File: config.mk
export PLATFORM = sky130hd
export DESIGN_NAME = tick_timer_8_16
export DESIGN_NICKNAME = d
export VERILOG_FILES = /design/src/design/tick_timer_pkg.sv /design/src/design/tick_timer_8_16.sv /design/src/design/tick_prescaler.sv /design/src/design/tick_postscaler.sv
export SDC_FILE = /design/constraint.sdc
export NUM_CORES = 1
export LEC_CHECK = 0
export BUFFER_PORTS_ARGS = -buffer_cell sky130_fd_sc_hd__buf_2
export CAP_MARGIN = 20
export CORE_MARGIN = 1
export CORE_UTILIZATION = 51
export DETAILED_ROUTE_END_ITERATION = 8
export GPL_TIMING_DRIVEN = 0
export PLACE_DENSITY = 0.76
export SETUP_SLACK_MARGIN = 0.3
export SYNTH_ARGS = -nofsm -noshare
export SYNTH_HDL_FRONTEND = slang
export SYNTH_HIERARCHICAL = 1
export SYNTH_SLANG_ARGS = --single-unit
File: constraint.sdc
create_clock -name pclk -period 4.7 [get_ports pclk]
set_input_delay 0.94 -clock pclk [delete_from_list [all_inputs] [get_ports pclk]]
set_output_delay 0.94 -clock pclk [all_outputs]
set_load 0.005 [all_outputs]
File: src/design/tick_timer_pkg.sv
// Shared constants and carrier types for the 8/16-bit tick timer
package tick_timer_pkg;

  // ==========================================================
  // Register byte offsets on the APB bus
  localparam logic [7:0] OFS_COUNT_LOW = 8'h00;
  localparam logic [7:0] OFS_HIGH_PERIOD = 8'h04;
  localparam logic [7:0] OFS_CTRL_ZERO = 8'h08;
  localparam logic [7:0] OFS_CTRL_ONE = 8'h0c;
  localparam logic [7:0] OFS_STATUS = 8'h10;

  // ==========================================================
  // Field positions
  localparam int C0_OUT_BIT = 5;
  localparam int C0_WIDE_BIT = 4;
  localparam int STAT_FLAG_BIT = 0;
  localparam int STAT_IE_BIT = 1;

  // ==========================================================
  // Values after reset
  localparam logic [7:0] RST_COUNT_LOW = 8'h00;
  localparam logic [7:0] RST_HIGH_PERIOD = 8'hff;
  localparam logic [7:0] RST_COUNT_HIGH = 8'h00;

  // ==========================================================
  // Counts and encodings
  localparam logic [1:0] INSTR_LAST = 2'h3;
  localparam logic [2:0] SRC_INSTR = 3'h0;
  localparam logic [15:0] WIDE_ALL_ONES = 16'hffff;
  localparam int PRE_W = 15;
  localparam int SRC_N = 7;

  // ==========================================================
  // Control register carriers
  typedef struct packed {
    logic wide;
    logic [3:0] post_sel;
  } ctrl0_s;

  typedef struct packed {
    logic [2:0] clk_sel;
    logic async_sel;
    logic [3:0] pre_sel;
  } ctrl1_s;

  localparam ctrl0_s RST_CTRL0 = '{wide: 1'b0, post_sel: 4'h0};
  localparam ctrl1_s RST_CTRL1 = '{clk_sel: 3'h0, async_sel: 1'b0, pre_sel: 4'h0};

endpackage : tick_timer_pkg

File: src/design/tick_timer_8_16.sv
// 8/16-bit tick timer with prescaler, postscaler and APB register access
// Functional notes
// - Width select bit picks 8 or 16 bits
// - Quarter clock source counts each instruction cycle
// - Low byte read copies high count
// - Low byte write loads high from buffer
// - 8-bit match pulses output, clears count
// - Reset clears low, sets period all ones
// - Count or control writes clear scalers
// - Prescaler divides by powers of two
// - Postscaler divides by one to sixteen
// - Event is period match or rollover
// - Flag set every postscale plus one events
// - Async mode counts raw, runs in sleep
// - Sync mode aligns count to instruction clock
// - Sleep halts sync timer, async may wake
// - Enabled flag interrupts and wakes processor
// - Three-bit field selects clock source
// - Output toggles per postscaled event
// - Output state readable in control zero
// - Zero prescale select bypasses prescaler
// - 8-bit registers read and write directly
`timescale 1ns/1ns
module tick_timer_8_16 (
  // Clock and reset
  input wire logic pclk,
  input wire logic presetn,
  // APB slave
  input wire logic psel,
  input wire logic penable,
  input wire logic pwrite,
  input wire logic [7:0] paddr,
  input wire logic [31:0] pwdata,
  output logic [31:0] prdata,
  output logic pready,
  output logic pslverr,
  // Clock sources and power state
  input wire logic [tick_timer_pkg::SRC_N-1:0] src_in,
  input wire logic sleep_mode,
  // Timer outputs
  output logic tick_output,
  output logic match_pulse,
  output logic irq_out,
  output logic wake_out
);

  // ==========================================================
  // State
  typedef struct packed {
    logic [7:0] lo;
    logic [7:0] hi;
    logic [7:0] hbuf;
    logic [7:0] pbuf;
    logic [7:0] hsnap;
    tick_timer_pkg::ctrl0_s c0;
    tick_timer_pkg::ctrl1_s c1;
    logic flag;
    logic ie;
    logic irq;
    logic wake;
    logic tout;
    logic mpulse;
    logic [1:0] div;
    logic pend;
    logic [tick_timer_pkg::SRC_N-1:0] src_prev;
    logic ready;
    logic err;
    logic [31:0] rdata;
  } timer_state_s;

  timer_state_s r;
  timer_state_s n;

  logic instr_tick;
  logic [tick_timer_pkg::SRC_N-1:0] src_edge;
  logic src_pick;
  logic sleep_hold;
  logic pre_in;
  logic pre_out;
  logic step;
  logic consume;
  logic [15:0] wide_cnt;
  logic match8;
  logic roll16;
  logic tmr_ev;
  logic post_ev;
  logic acc;
  logic wait_cyc;
  logic commit;
  logic wr;
  logic rd;
  logic clr;
  logic [31:0] rd_word;

  function automatic logic mapped(input logic [7:0] a);
    return a == tick_timer_pkg::OFS_COUNT_LOW || a == tick_timer_pkg::OFS_HIGH_PERIOD ||
      a == tick_timer_pkg::OFS_CTRL_ZERO || a == tick_timer_pkg::OFS_CTRL_ONE ||
      a == tick_timer_pkg::OFS_STATUS;
  endfunction : mapped

  // ==========================================================
  // Clock source selection
  assign instr_tick = r.div == tick_timer_pkg::INSTR_LAST;
  assign src_edge = src_in & ~r.src_prev;
  assign src_pick = (r.c1.clk_sel == tick_timer_pkg::SRC_INSTR) ? instr_tick :
    src_edge[3'(r.c1.clk_sel - 3'h1)];
  // Sleep stops the instruction clock, so a synchronous timer sees no edges
  assign sleep_hold = sleep_mode & ~r.c1.async_sel;
  assign pre_in = src_pick & ~sleep_hold;

  tick_prescaler u_pre (
    .pclk(pclk),
    .presetn(presetn),
    .clear(clr),
    .sel(r.c1.pre_sel),
    .in_tick(pre_in),
    .out_tick(pre_out)
  );

  // Sync mode holds a prescaled edge until the next instruction cycle;
  // edges faster than that rate merge, which is why the source must be slower
  assign consume = instr_tick & ~sleep_mode;
  assign step = r.c1.async_sel ? pre_out : (r.pend & consume);

  // ==========================================================
  // Event detection
  assign wide_cnt = {r.hi, r.lo};
  assign match8 = r.lo == r.pbuf;
  assign roll16 = wide_cnt == tick_timer_pkg::WIDE_ALL_ONES;
  assign tmr_ev = step & (r.c0.wide ? roll16 : match8);

  tick_postscaler u_post (
    .pclk(pclk),
    .presetn(presetn),
    .clear(clr),
    .sel(r.c0.post_sel),
    .in_ev(tmr_ev),
    .out_ev(post_ev)
  );

  // ==========================================================
  // APB decode: one wait state, the answer is registered
  assign acc = psel & penable;
  assign wait_cyc = acc & ~r.ready;
  assign commit = acc & r.ready;
  assign wr = commit & pwrite & mapped(paddr);
  assign rd = commit & ~pwrite & mapped(paddr);
  assign clr = wr & (paddr == tick_timer_pkg::OFS_COUNT_LOW ||
    paddr == tick_timer_pkg::OFS_CTRL_ZERO || paddr == tick_timer_pkg::OFS_CTRL_ONE);

  always_comb begin
    rd_word = 32'h0000_0000;
    unique case (paddr)
      tick_timer_pkg::OFS_COUNT_LOW: rd_word = {24'h00_0000, r.lo};
      tick_timer_pkg::OFS_HIGH_PERIOD: rd_word = {24'h00_0000, r.hbuf};
      tick_timer_pkg::OFS_CTRL_ZERO: rd_word = {26'h000_0000, r.tout, r.c0};
      tick_timer_pkg::OFS_CTRL_ONE: rd_word = {24'h00_0000, r.c1};
      tick_timer_pkg::OFS_STATUS: rd_word = {30'h0000_0000, r.ie, r.flag};
      default: rd_word = 32'h0000_0000;
    endcase
  end

  // ==========================================================
  // Next state
  always_comb begin
    n = r;
    n.div = r.div + 2'h1;
    n.src_prev = src_in;
    n.pend = r.c1.async_sel ? 1'b0 : (pre_out | (r.pend & ~consume));
    // Counting
    if (step) begin
      n.mpulse = 1'b0;
      if (r.c0.wide) begin
        {n.hi, n.lo} = 16'(wide_cnt + 16'h0001);
      end else if (match8) begin
        n.lo = 8'h00;
        n.pbuf = r.hbuf;
        n.mpulse = 1'b1;
      end else begin
        n.lo = r.lo + 8'h01;
      end
    end
    // Bus answer
    n.ready = wait_cyc;
    if (wait_cyc) begin
      n.rdata = rd_word;
      n.err = ~mapped(paddr);
      n.hsnap = r.hi;
    end
    // Read side effect uses the high byte caught with the low byte
    if (rd && paddr == tick_timer_pkg::OFS_COUNT_LOW && r.c0.wide) begin
      n.hbuf = r.hsnap;
    end
    // Writes override counting in the same cycle
    if (wr) begin
      unique case (paddr)
        tick_timer_pkg::OFS_COUNT_LOW: begin
          n.lo = pwdata[7:0];
          if (r.c0.wide) begin
            n.hi = r.hbuf;
          end
        end
        tick_timer_pkg::OFS_HIGH_PERIOD: begin
          n.hbuf = pwdata[7:0];
        end
        tick_timer_pkg::OFS_CTRL_ZERO: begin
          n.c0.wide = pwdata[tick_timer_pkg::C0_WIDE_BIT];
          n.c0.post_sel = pwdata[3:0];
        end
        tick_timer_pkg::OFS_CTRL_ONE: begin
          n.c1 = pwdata[7:0];
        end
        tick_timer_pkg::OFS_STATUS: begin
          if (pwdata[tick_timer_pkg::STAT_FLAG_BIT]) begin
            n.flag = 1'b0;
          end
          n.ie = pwdata[tick_timer_pkg::STAT_IE_BIT];
        end
        default: begin
        end
      endcase
    end
    // A postscaled event beats a clear in the same cycle
    if (post_ev) begin
      n.flag = 1'b1;
      n.tout = ~r.tout;
    end
    n.irq = r.flag & r.ie;
    n.wake = r.flag & r.ie & sleep_mode;
  end

  // ==========================================================
  // State register
  always_ff @(posedge pclk or negedge presetn) begin
    if (!presetn) begin
      r <= '0;
      r.lo <= tick_timer_pkg::RST_COUNT_LOW;
      r.hbuf <= tick_timer_pkg::RST_HIGH_PERIOD;
      r.pbuf <= tick_timer_pkg::RST_HIGH_PERIOD;
      r.hi <= tick_timer_pkg::RST_COUNT_HIGH;
      r.c0 <= tick_timer_pkg::RST_CTRL0;
      r.c1 <= tick_timer_pkg::RST_CTRL1;
    end else begin
      r <= n;
    end
  end

  assign prdata = r.rdata;
  assign pready = r.ready;
  assign pslverr = r.err;
  assign tick_output = r.tout;
  assign match_pulse = r.mpulse;
  assign irq_out = r.irq;
  assign wake_out = r.wake;
endmodule : tick_timer_8_16

File: src/design/tick_prescaler.sv
// Power-of-two prescaler, 1:1 up to 1:32768
`timescale 1ns/1ns
module tick_prescaler (
  // Clock and reset
  input wire logic pclk,
  input wire logic presetn,
  // Control
  input wire logic clear,
  input wire logic [3:0] sel,
  // Ticks
  input wire logic in_tick,
  output logic out_tick
);

  typedef struct packed {
    logic [tick_timer_pkg::PRE_W-1:0] cnt;
  } pre_state_s;

  pre_state_s r;
  pre_state_s n;
  logic [tick_timer_pkg::PRE_W-1:0] mask;

  function automatic logic [tick_timer_pkg::PRE_W-1:0] pre_mask(input logic [3:0] s);
    logic [15:0] one_hot;
    one_hot = 16'h0001 << s;
    return 15'(one_hot - 16'h0001);
  endfunction : pre_mask

  // Select of zero gives an empty mask, so every input tick passes
  assign mask = pre_mask(sel);
  assign out_tick = in_tick & ((r.cnt & mask) == mask);

  always_comb begin
    n = r;
    if (clear) begin
      n.cnt = '0;
    end else if (in_tick) begin
      n.cnt = r.cnt + 15'h0001;
    end
  end

  always_ff @(posedge pclk or negedge presetn) begin
    if (!presetn) begin
      r <= '0;
    end else begin
      r <= n;
    end
  end
endmodule : tick_prescaler

File: src/design/tick_postscaler.sv
// Postscaler, one output event per 1 to 16 input events
`timescale 1ns/1ns
module tick_postscaler (
  // Clock and reset
  input wire logic pclk,
  input wire logic presetn,
  // Control
  input wire logic clear,
  input wire logic [3:0] sel,
  // Events
  input wire logic in_ev,
  output logic out_ev
);

  typedef struct packed {
    logic [3:0] cnt;
  } post_state_s;

  post_state_s r;
  post_state_s n;

  assign out_ev = in_ev & (r.cnt == sel);

  always_comb begin
    n = r;
    if (clear) begin
      n.cnt = 4'h0;
    end else if (out_ev) begin
      n.cnt = 4'h0;
    end else if (in_ev) begin
      n.cnt = r.cnt + 4'h1;
    end
  end

  always_ff @(posedge pclk or negedge presetn) begin
    if (!presetn) begin
      r <= '0;
    end else begin
      r <= n;
    end
  end
endmodule : tick_postscaler

Word-level counts from Yosys, hierarchy flattened
Index checks and enable logic that the tools add are counted.
{ "word_totals": {"ff_bits": 122, "input_bits": 53, "output_inout_bits": 38, "elab_cells": 120} }
{ "classes": {"addsub": 7, "n_lt_le_gt_ge": 1, "n_eq_ne": 9, "shift": 1, "muxes": 27, "bitwise": 31, "reduce_logical": 20} }
{ "ops": {"columns": ["operator", "count"], "rows": [
  ["8-bit 2-to-1 mux", 6],
  ["8-bit case mux with 5 select lines", 1],
  ["16-bit 2-to-1 mux", 2],
  ["15-bit 2-to-1 mux", 2],
  ["24-bit 2-to-1 mux", 1],
  ["1-bit bitwise AND", 18],
  ["16-bit by 1-bit adder with 16-bit output (second input constant)", 1],
  ["16-bit equality test (second input constant)", 1],
  ["8-bit by 4-bit equality test with 1-bit output (second input constant)", 2],
  ["15-bit by 1-bit adder with 15-bit output (second input constant)", 1],
  ["15-bit bitwise AND", 1],
  ["15-bit equality test", 1],
  ["1-bit by 4-bit left shift with 15-bit output (first input constant)", 1],
  ["15-bit by 1-bit subtractor with 15-bit output (second input constant)", 1],
  ["4-bit 2-to-1 mux", 3],
  ["1-bit 2-to-1 mux", 9],
  ["1-bit inverter", 9],
  ["8-bit by 1-bit adder with 8-bit output (second input constant)", 1],
  ["8-bit by 3-bit equality test with 1-bit output (second input constant)", 1],
  ["8-bit by 5-bit equality test with 1-bit output (second input constant)", 1],
  ["8-bit equality test", 1],
  ["8-bit logical NOT", 1],
  ["2-bit nonzero test", 4],
  ["7-bit bitwise AND", 1],
  ["other kinds (16)", 26]
]} }

Longest topological paths before layout
{ "logic_depth": {"word_depth": 12, "ltp_mapped": 21} }

By module
The synthesis kept the hierarchy.
{ "by_module_without_submodules": {"columns": ["module", "instances", "cells_per_inst", "area_per_inst_um2", "seq_area_each_um2"], "rows": [
  ["tick_timer_8_16", 1, 396, 4192.8, 1996.9],
  ["tick_prescaler", 1, 118, 1019.7, 375.4],
  ["tick_postscaler", 1, 32, 275.3, 100.1]
]} }

Worst setup path before layout
No wires, ideal clock.
{ "synth_path": {"path_kind": "reg-to-reg", "from": "register r[55] (netlist bit)", "to": "register u_post/r[3] (netlist bit)", "t_arrival_ns": 4.507, "required_ns": 4.618, "path_slack_ns": 0.111, "path_stages_with_launch": 22, "n_path_buf": 2, "cell_sequence": "dfrtp_1 clkbuf_1 inv_1 ha_1 nand2_1 a21oi_1 o41ai_1 a31oi_1 a211oi_1 buf_2 o21ai_0 or4_4 a2111oi_2 and4_1 nand2_1 a211oi_2 nand2_1 o32ai_1 inv_1 nor3_1 nand2_1 a31oi_1"} }
{ "synth_via": {"elab_chain_len": 11, "word_cells_on_any_way": 13, "classes_between": "add/sub: 1; mux: 6; bitwise: 4; reduce/logical: 2"} }
{ "synth_lines": {"columns": ["element", "line", "source"], "rows": [
  ["from (decl)", "tick_timer_8_16.sv:71", "timer_state_s r;"],
  ["from (signal assigned)", "tick_timer_8_16.sv:244", "r <= n;"],
  ["3-bit by 1-bit subtractor with 3-bit output", "tick_timer_8_16.sv:106", "src_edge[3'(r.c1.clk_sel - 3'h1)];"],
  ["1-bit binary-select mux with 3-bit select", "tick_timer_8_16.sv:106", null],
  ["1-bit 2-to-1 mux (implied by the code)", "tick_timer_8_16.sv:106", null],
  ["1-bit 2-to-1 mux *", "tick_timer_8_16.sv:105", "assign src_pick = (r.c1.clk_sel == tick_timer_pkg::SRC_INSTR) ? instr_tick :"],
  ["1-bit bitwise AND *", "tick_timer_8_16.sv:109", "assign pre_in = src_pick & ~sleep_hold;"],
  ["named net pre_in", "tick_timer_8_16.sv:78", "logic pre_in;"],
  ["1-bit bitwise AND *", "tick_prescaler.sv:31", "assign out_tick = in_tick & ((r.cnt & mask) == mask);"],
  ["named net pre_out", "tick_timer_8_16.sv:79", "logic pre_out;"],
  ["1-bit 2-to-1 mux *", "tick_timer_8_16.sv:123", "assign step = r.c1.async_sel ? pre_out : (r.pend & consume);"],
  ["1-bit bitwise AND *", "tick_timer_8_16.sv:130", "assign tmr_ev = step & (r.c0.wide ? roll16 : match8);"],
  ["named net tmr_ev", "tick_timer_8_16.sv:85", "logic tmr_ev;"],
  ["1-bit bitwise AND", "tick_postscaler.sv:22", "assign out_ev = in_ev & (r.cnt == sel);"],
  ["4-bit 2-to-1 mux", "tick_postscaler.sv:28", "end else if (out_ev) begin"],
  ["4-bit 2-to-1 mux", "tick_postscaler.sv:26", "if (clear) begin"],
  ["to (signal assigned)", "tick_postscaler.sv:39", "r <= n;"],
  ["to (decl)", "tick_postscaler.sv:19", "post_state_s r;"]
]} }
The timed path passes the listed nets; every way through them passes the cells marked *. The select of a mux whose other input is x is not followed.
A chain may end at the register's enable or synchronous reset.

Worst setup path in the final report
{ "layout_path": {"from": "register r[55] (netlist bit)", "to": "register u_post/r[2] (netlist bit)"} }
Same word-level chain as after synthesis.

==> impl_metrics.toml <==
[route]
finalWirelength_mm = 13.3
viasPerCell = 5.70
dr.pass1.iters = 5
drc = 0
wl_per_cell_um = 17.1
detail-route-antenna-nets = 0
first_iter_violations = 279
dr_total_vias = 4432

[min_path]
min_from = "r[42]$_DFF_PN0_"
min-delay-path-class = "register to register"

[status]
status = "completed"

[critical_path]
reg2reg_from = "r[55]$_DFFE_PN0P_"
path_max_fanout = 4
arrival_ns = 4.61
crit_start = "r[55]$_DFFE_PN0P_"
crit_type = "register to register"
cp-end-kind = "register"
cp.required_ns = 4.92
start_kind = "register"

[synth]
synth_xor_area_share_pct = 4.63
synth_edf_count = 0
synth_top_flop_cell = "dfrtp_1"
synth_fa_ha_area_share_pct = 1.60
synthArstFlopShare_pct = 100
netlist_top_cells_area = "dfrtp_1 (37%), dfstp_2 (7.7%), mux2_2 (5.5%)"
synth_cell_types = 75
synth_area_mm2 = 0.00549
yosys_warnings = 6
synth_compound_area_share_pct = 12.1
synth_top_family_by_area = "simple AND/OR/NAND/NOR gates"
synth-seq-cells = 98
post_synth.cell_area_avg_um2 = 10.1
synthMuxAreaShare_pct = 9.55
synth_top_area_share_pct = 37.4
syn_inst = 546
synth_top_area_cell = "dfrtp_1"
yosysSeqAreaShare_pct = 45.1
synthSimpleGateAreaFrac_pct = 19.1

[grt]
grt_pass1_wl_mm = 21.8
grt_overflow = 0
grt_use_total_pct = 25.2
grt_start_max_net_pins = 63
antenna_found_initial = 1
grt_pass1_vias = 4391

[power_and_ir_drop]
switching_share_pct = 26.6
peakVddDrop_uv = 185
intPower_w = 0.00123
p_switching_w = 0.000447
leakagePower_nw = 3.12
power_frac_seq_pct = 56.3
p_comb_share_pct = 11.5
power_w = 0.00168
p_per_area_mw_per_mm2 = 262
p_clk_share_pct = 32.2

[floorplanning]
dieArea_mm2 = 0.0112
coreArea_mm2 = 0.0104
rows = 37
die_y_um = 106
start_util_pct = 52.9
die_width_um = 106
pin_count = 91

[cells_and_area]
mostFrequentLayoutCell = "dfrtp_1"
fillerInstances = 848
final_nets = 697
area_growth_pct = 16.7
drive_above_1_share_pct = 30.9
layout_common_cells = "dfrtp_1 (82), nand2_1 (49), buf_4 (47)"

[cts]
cts.clk_slew.worst_paths_ns = 0.09
clock_latency_ns = 0.37
cts_root_buf = "clkbuf_8"
cts_inserted_buffers = 9
clock_path_buffers = 2
clock_sinks = 98
h-tree-depth = 3
cts_tree = "done"
hold_buffers = 0

[timing]
min_period_ns = 4.39
fin_crit_sh_pct = 93.4
clock_skew_ns = 0.0106
max_freq_mhz = 228
setup_viol = 0
drv_slew = 0
setup_tns_ns = 0
rsz0062_at_grt = "true"
finalHoldViolCount = 0
max_slew_margin_pct = 51.6
worstMarginPinSlew_ns = 0.720

[placed_design]
dp_hpwl_mm = 9.61
io_buffers = 42
gp_congestion = 0.865

[job]
cap_violations = 0
[power by group through the flow]
| stage | Sequential [W] | Clock [W] | Combinational [W] |
|---|---|---|---|
| finish | 0.000946 | 0.000541 | 0.000193 |
| global route | 0.000953 | 0.000581 | 0.000216 |
| CTS | 0.000942 | 0.000551 | 0.000190 |
| detailed placement | 0.000958 | 0 | 0.000188 |
| global placement | 0.000956 | 0 | 0.000175 |
| floorplan | 0.000944 | 0 | 0.000123 |
[synth_stat cells, types with 5 or more instances]
master	n
dfrtp_1	82
nand2_1	53
nor2_1	46
buf_4	33
nand3_1	30
mux2_2	27
a21oi_1	24
inv_1	22
xor2_1	18
dfstp_2	16
mux2i_1	13
o21ai_0	12
xnor2_1	11
a31oi_1	10
nor3_1	10
clkbuf_1	9
ha_1	7
nand4_1	7
and3_1	6
buf_2	6
o31ai_1	5
o32ai_1	5
[sequential cells by signal, indices dropped and copies added (netlist names), named ones only]
signal and cells:
irq_out 1, match_pulse 1, u_pre/r 15, tick_output 1, wake_out 1, r 57
pready 1, u_post/r 4, prdata 8, pslverr 1
[through the flow]
step	setup slack (ns)	cells	hold WS, ns	util [%]	instance area [um^2]
2_1_floorplan	0.306	569	0.401	-	5600
3_3_place_gp	-0.582	747	0.412	57.7	5980
3_5_place_dp	-0.649	748	0.417	58.0	6010
4_1_cts	0.347	769	0.430	60.8	6300
5_1_grt	0.176	777	0.469	61.8	6400
6_report	0.308	778	0.430	61.8	6410
[logic make-up after synthesis]
group / Yosys count
muxes: 44
AOI/OAI and AO/OA: 92
adders and majority gates: 7
other: 1
and+or+nand+nor: 201
DFF: 98
buffers and inverters: 74
xor gates and xnor gates: 29
[critical path, stage by stage (launching register included)]
cell	delay (ns)
dfrtp_1	0.40
buf_8	0.14
inv_8	0.05
ha_4	0.20
nand2_2	0.07
a21oi_2	0.04
o41ai_1	0.37
a31oi_1	0.10
a211oi_2	0.24
buf_4	0.17
o21ai_2	0.05
or4_4	0.54
a2111oi_4	0.19
and4_4	0.29
nand2_4	0.09
a211oi_4	0.27
nand2_2	0.12
o32ai_4	0.41
and3_2	0.24
o2111ai_1	0.12
nand2_1	0.10
nor2_1	0.04
[cell type report]
cell class / instances / area, um^2 / share of cell area, %
repair buffers: 57 / 353 / 5.51
plain buffers: 52 / 363 / 5.66
diodes: 1 / 2.50 / 0.0391
clock buffers: 13 / 149 / 2.32
flip-flops and latches: 98 / 2470 / 38.6
inverters: 22 / 90.1 / 1.41
well taps: 136 / 170 / 2.66
multi-input cells: 397 / 2770 / 43.2
clock inverters: 2 / 37.5 / 0.586
[per-layer routing]
metal  GRT usage (%)  share of wire, %  up-vias
met2            41.5                48      161
met3            5.07               5.8       47
met4            12.9               4.5        0
met1            31.4                42     2138
met5               0                 0        -
li1                -                 -     2086
[path summary, 6_finish.rpt]
check | endpoint | depth (start not counted) | slack, ns
worst max-delay path | u_post/r[2]$_DFFE_PN0P_ | 21 | 0.31
worst min-delay path | r[42]$_DFF_PN0_ | 1 | 0.43
worst max register to register | u_post/r[2]$_DFFE_PN0P_ | 21 | 0.31
worst min register to register | r[42]$_DFF_PN0_ | 1 | 0.43
max in group asynchronous | r[86]$_DFF_PN1_ | 2 | 3.46
min in group asynchronous | u_pre/r[1]$_DFFE_PN0P_ | 1 | 0.53
[repair_timing]
action | in CTS | in global routing
pin swaps | 7 | 13
buffers inserted | 6 | 8
resized for setup | 15 | 14
endpoints found under the setup margin | 31 | 11
gates cloned | 0 | 0
Note: power is estimated with default switching activity, not from simulation.
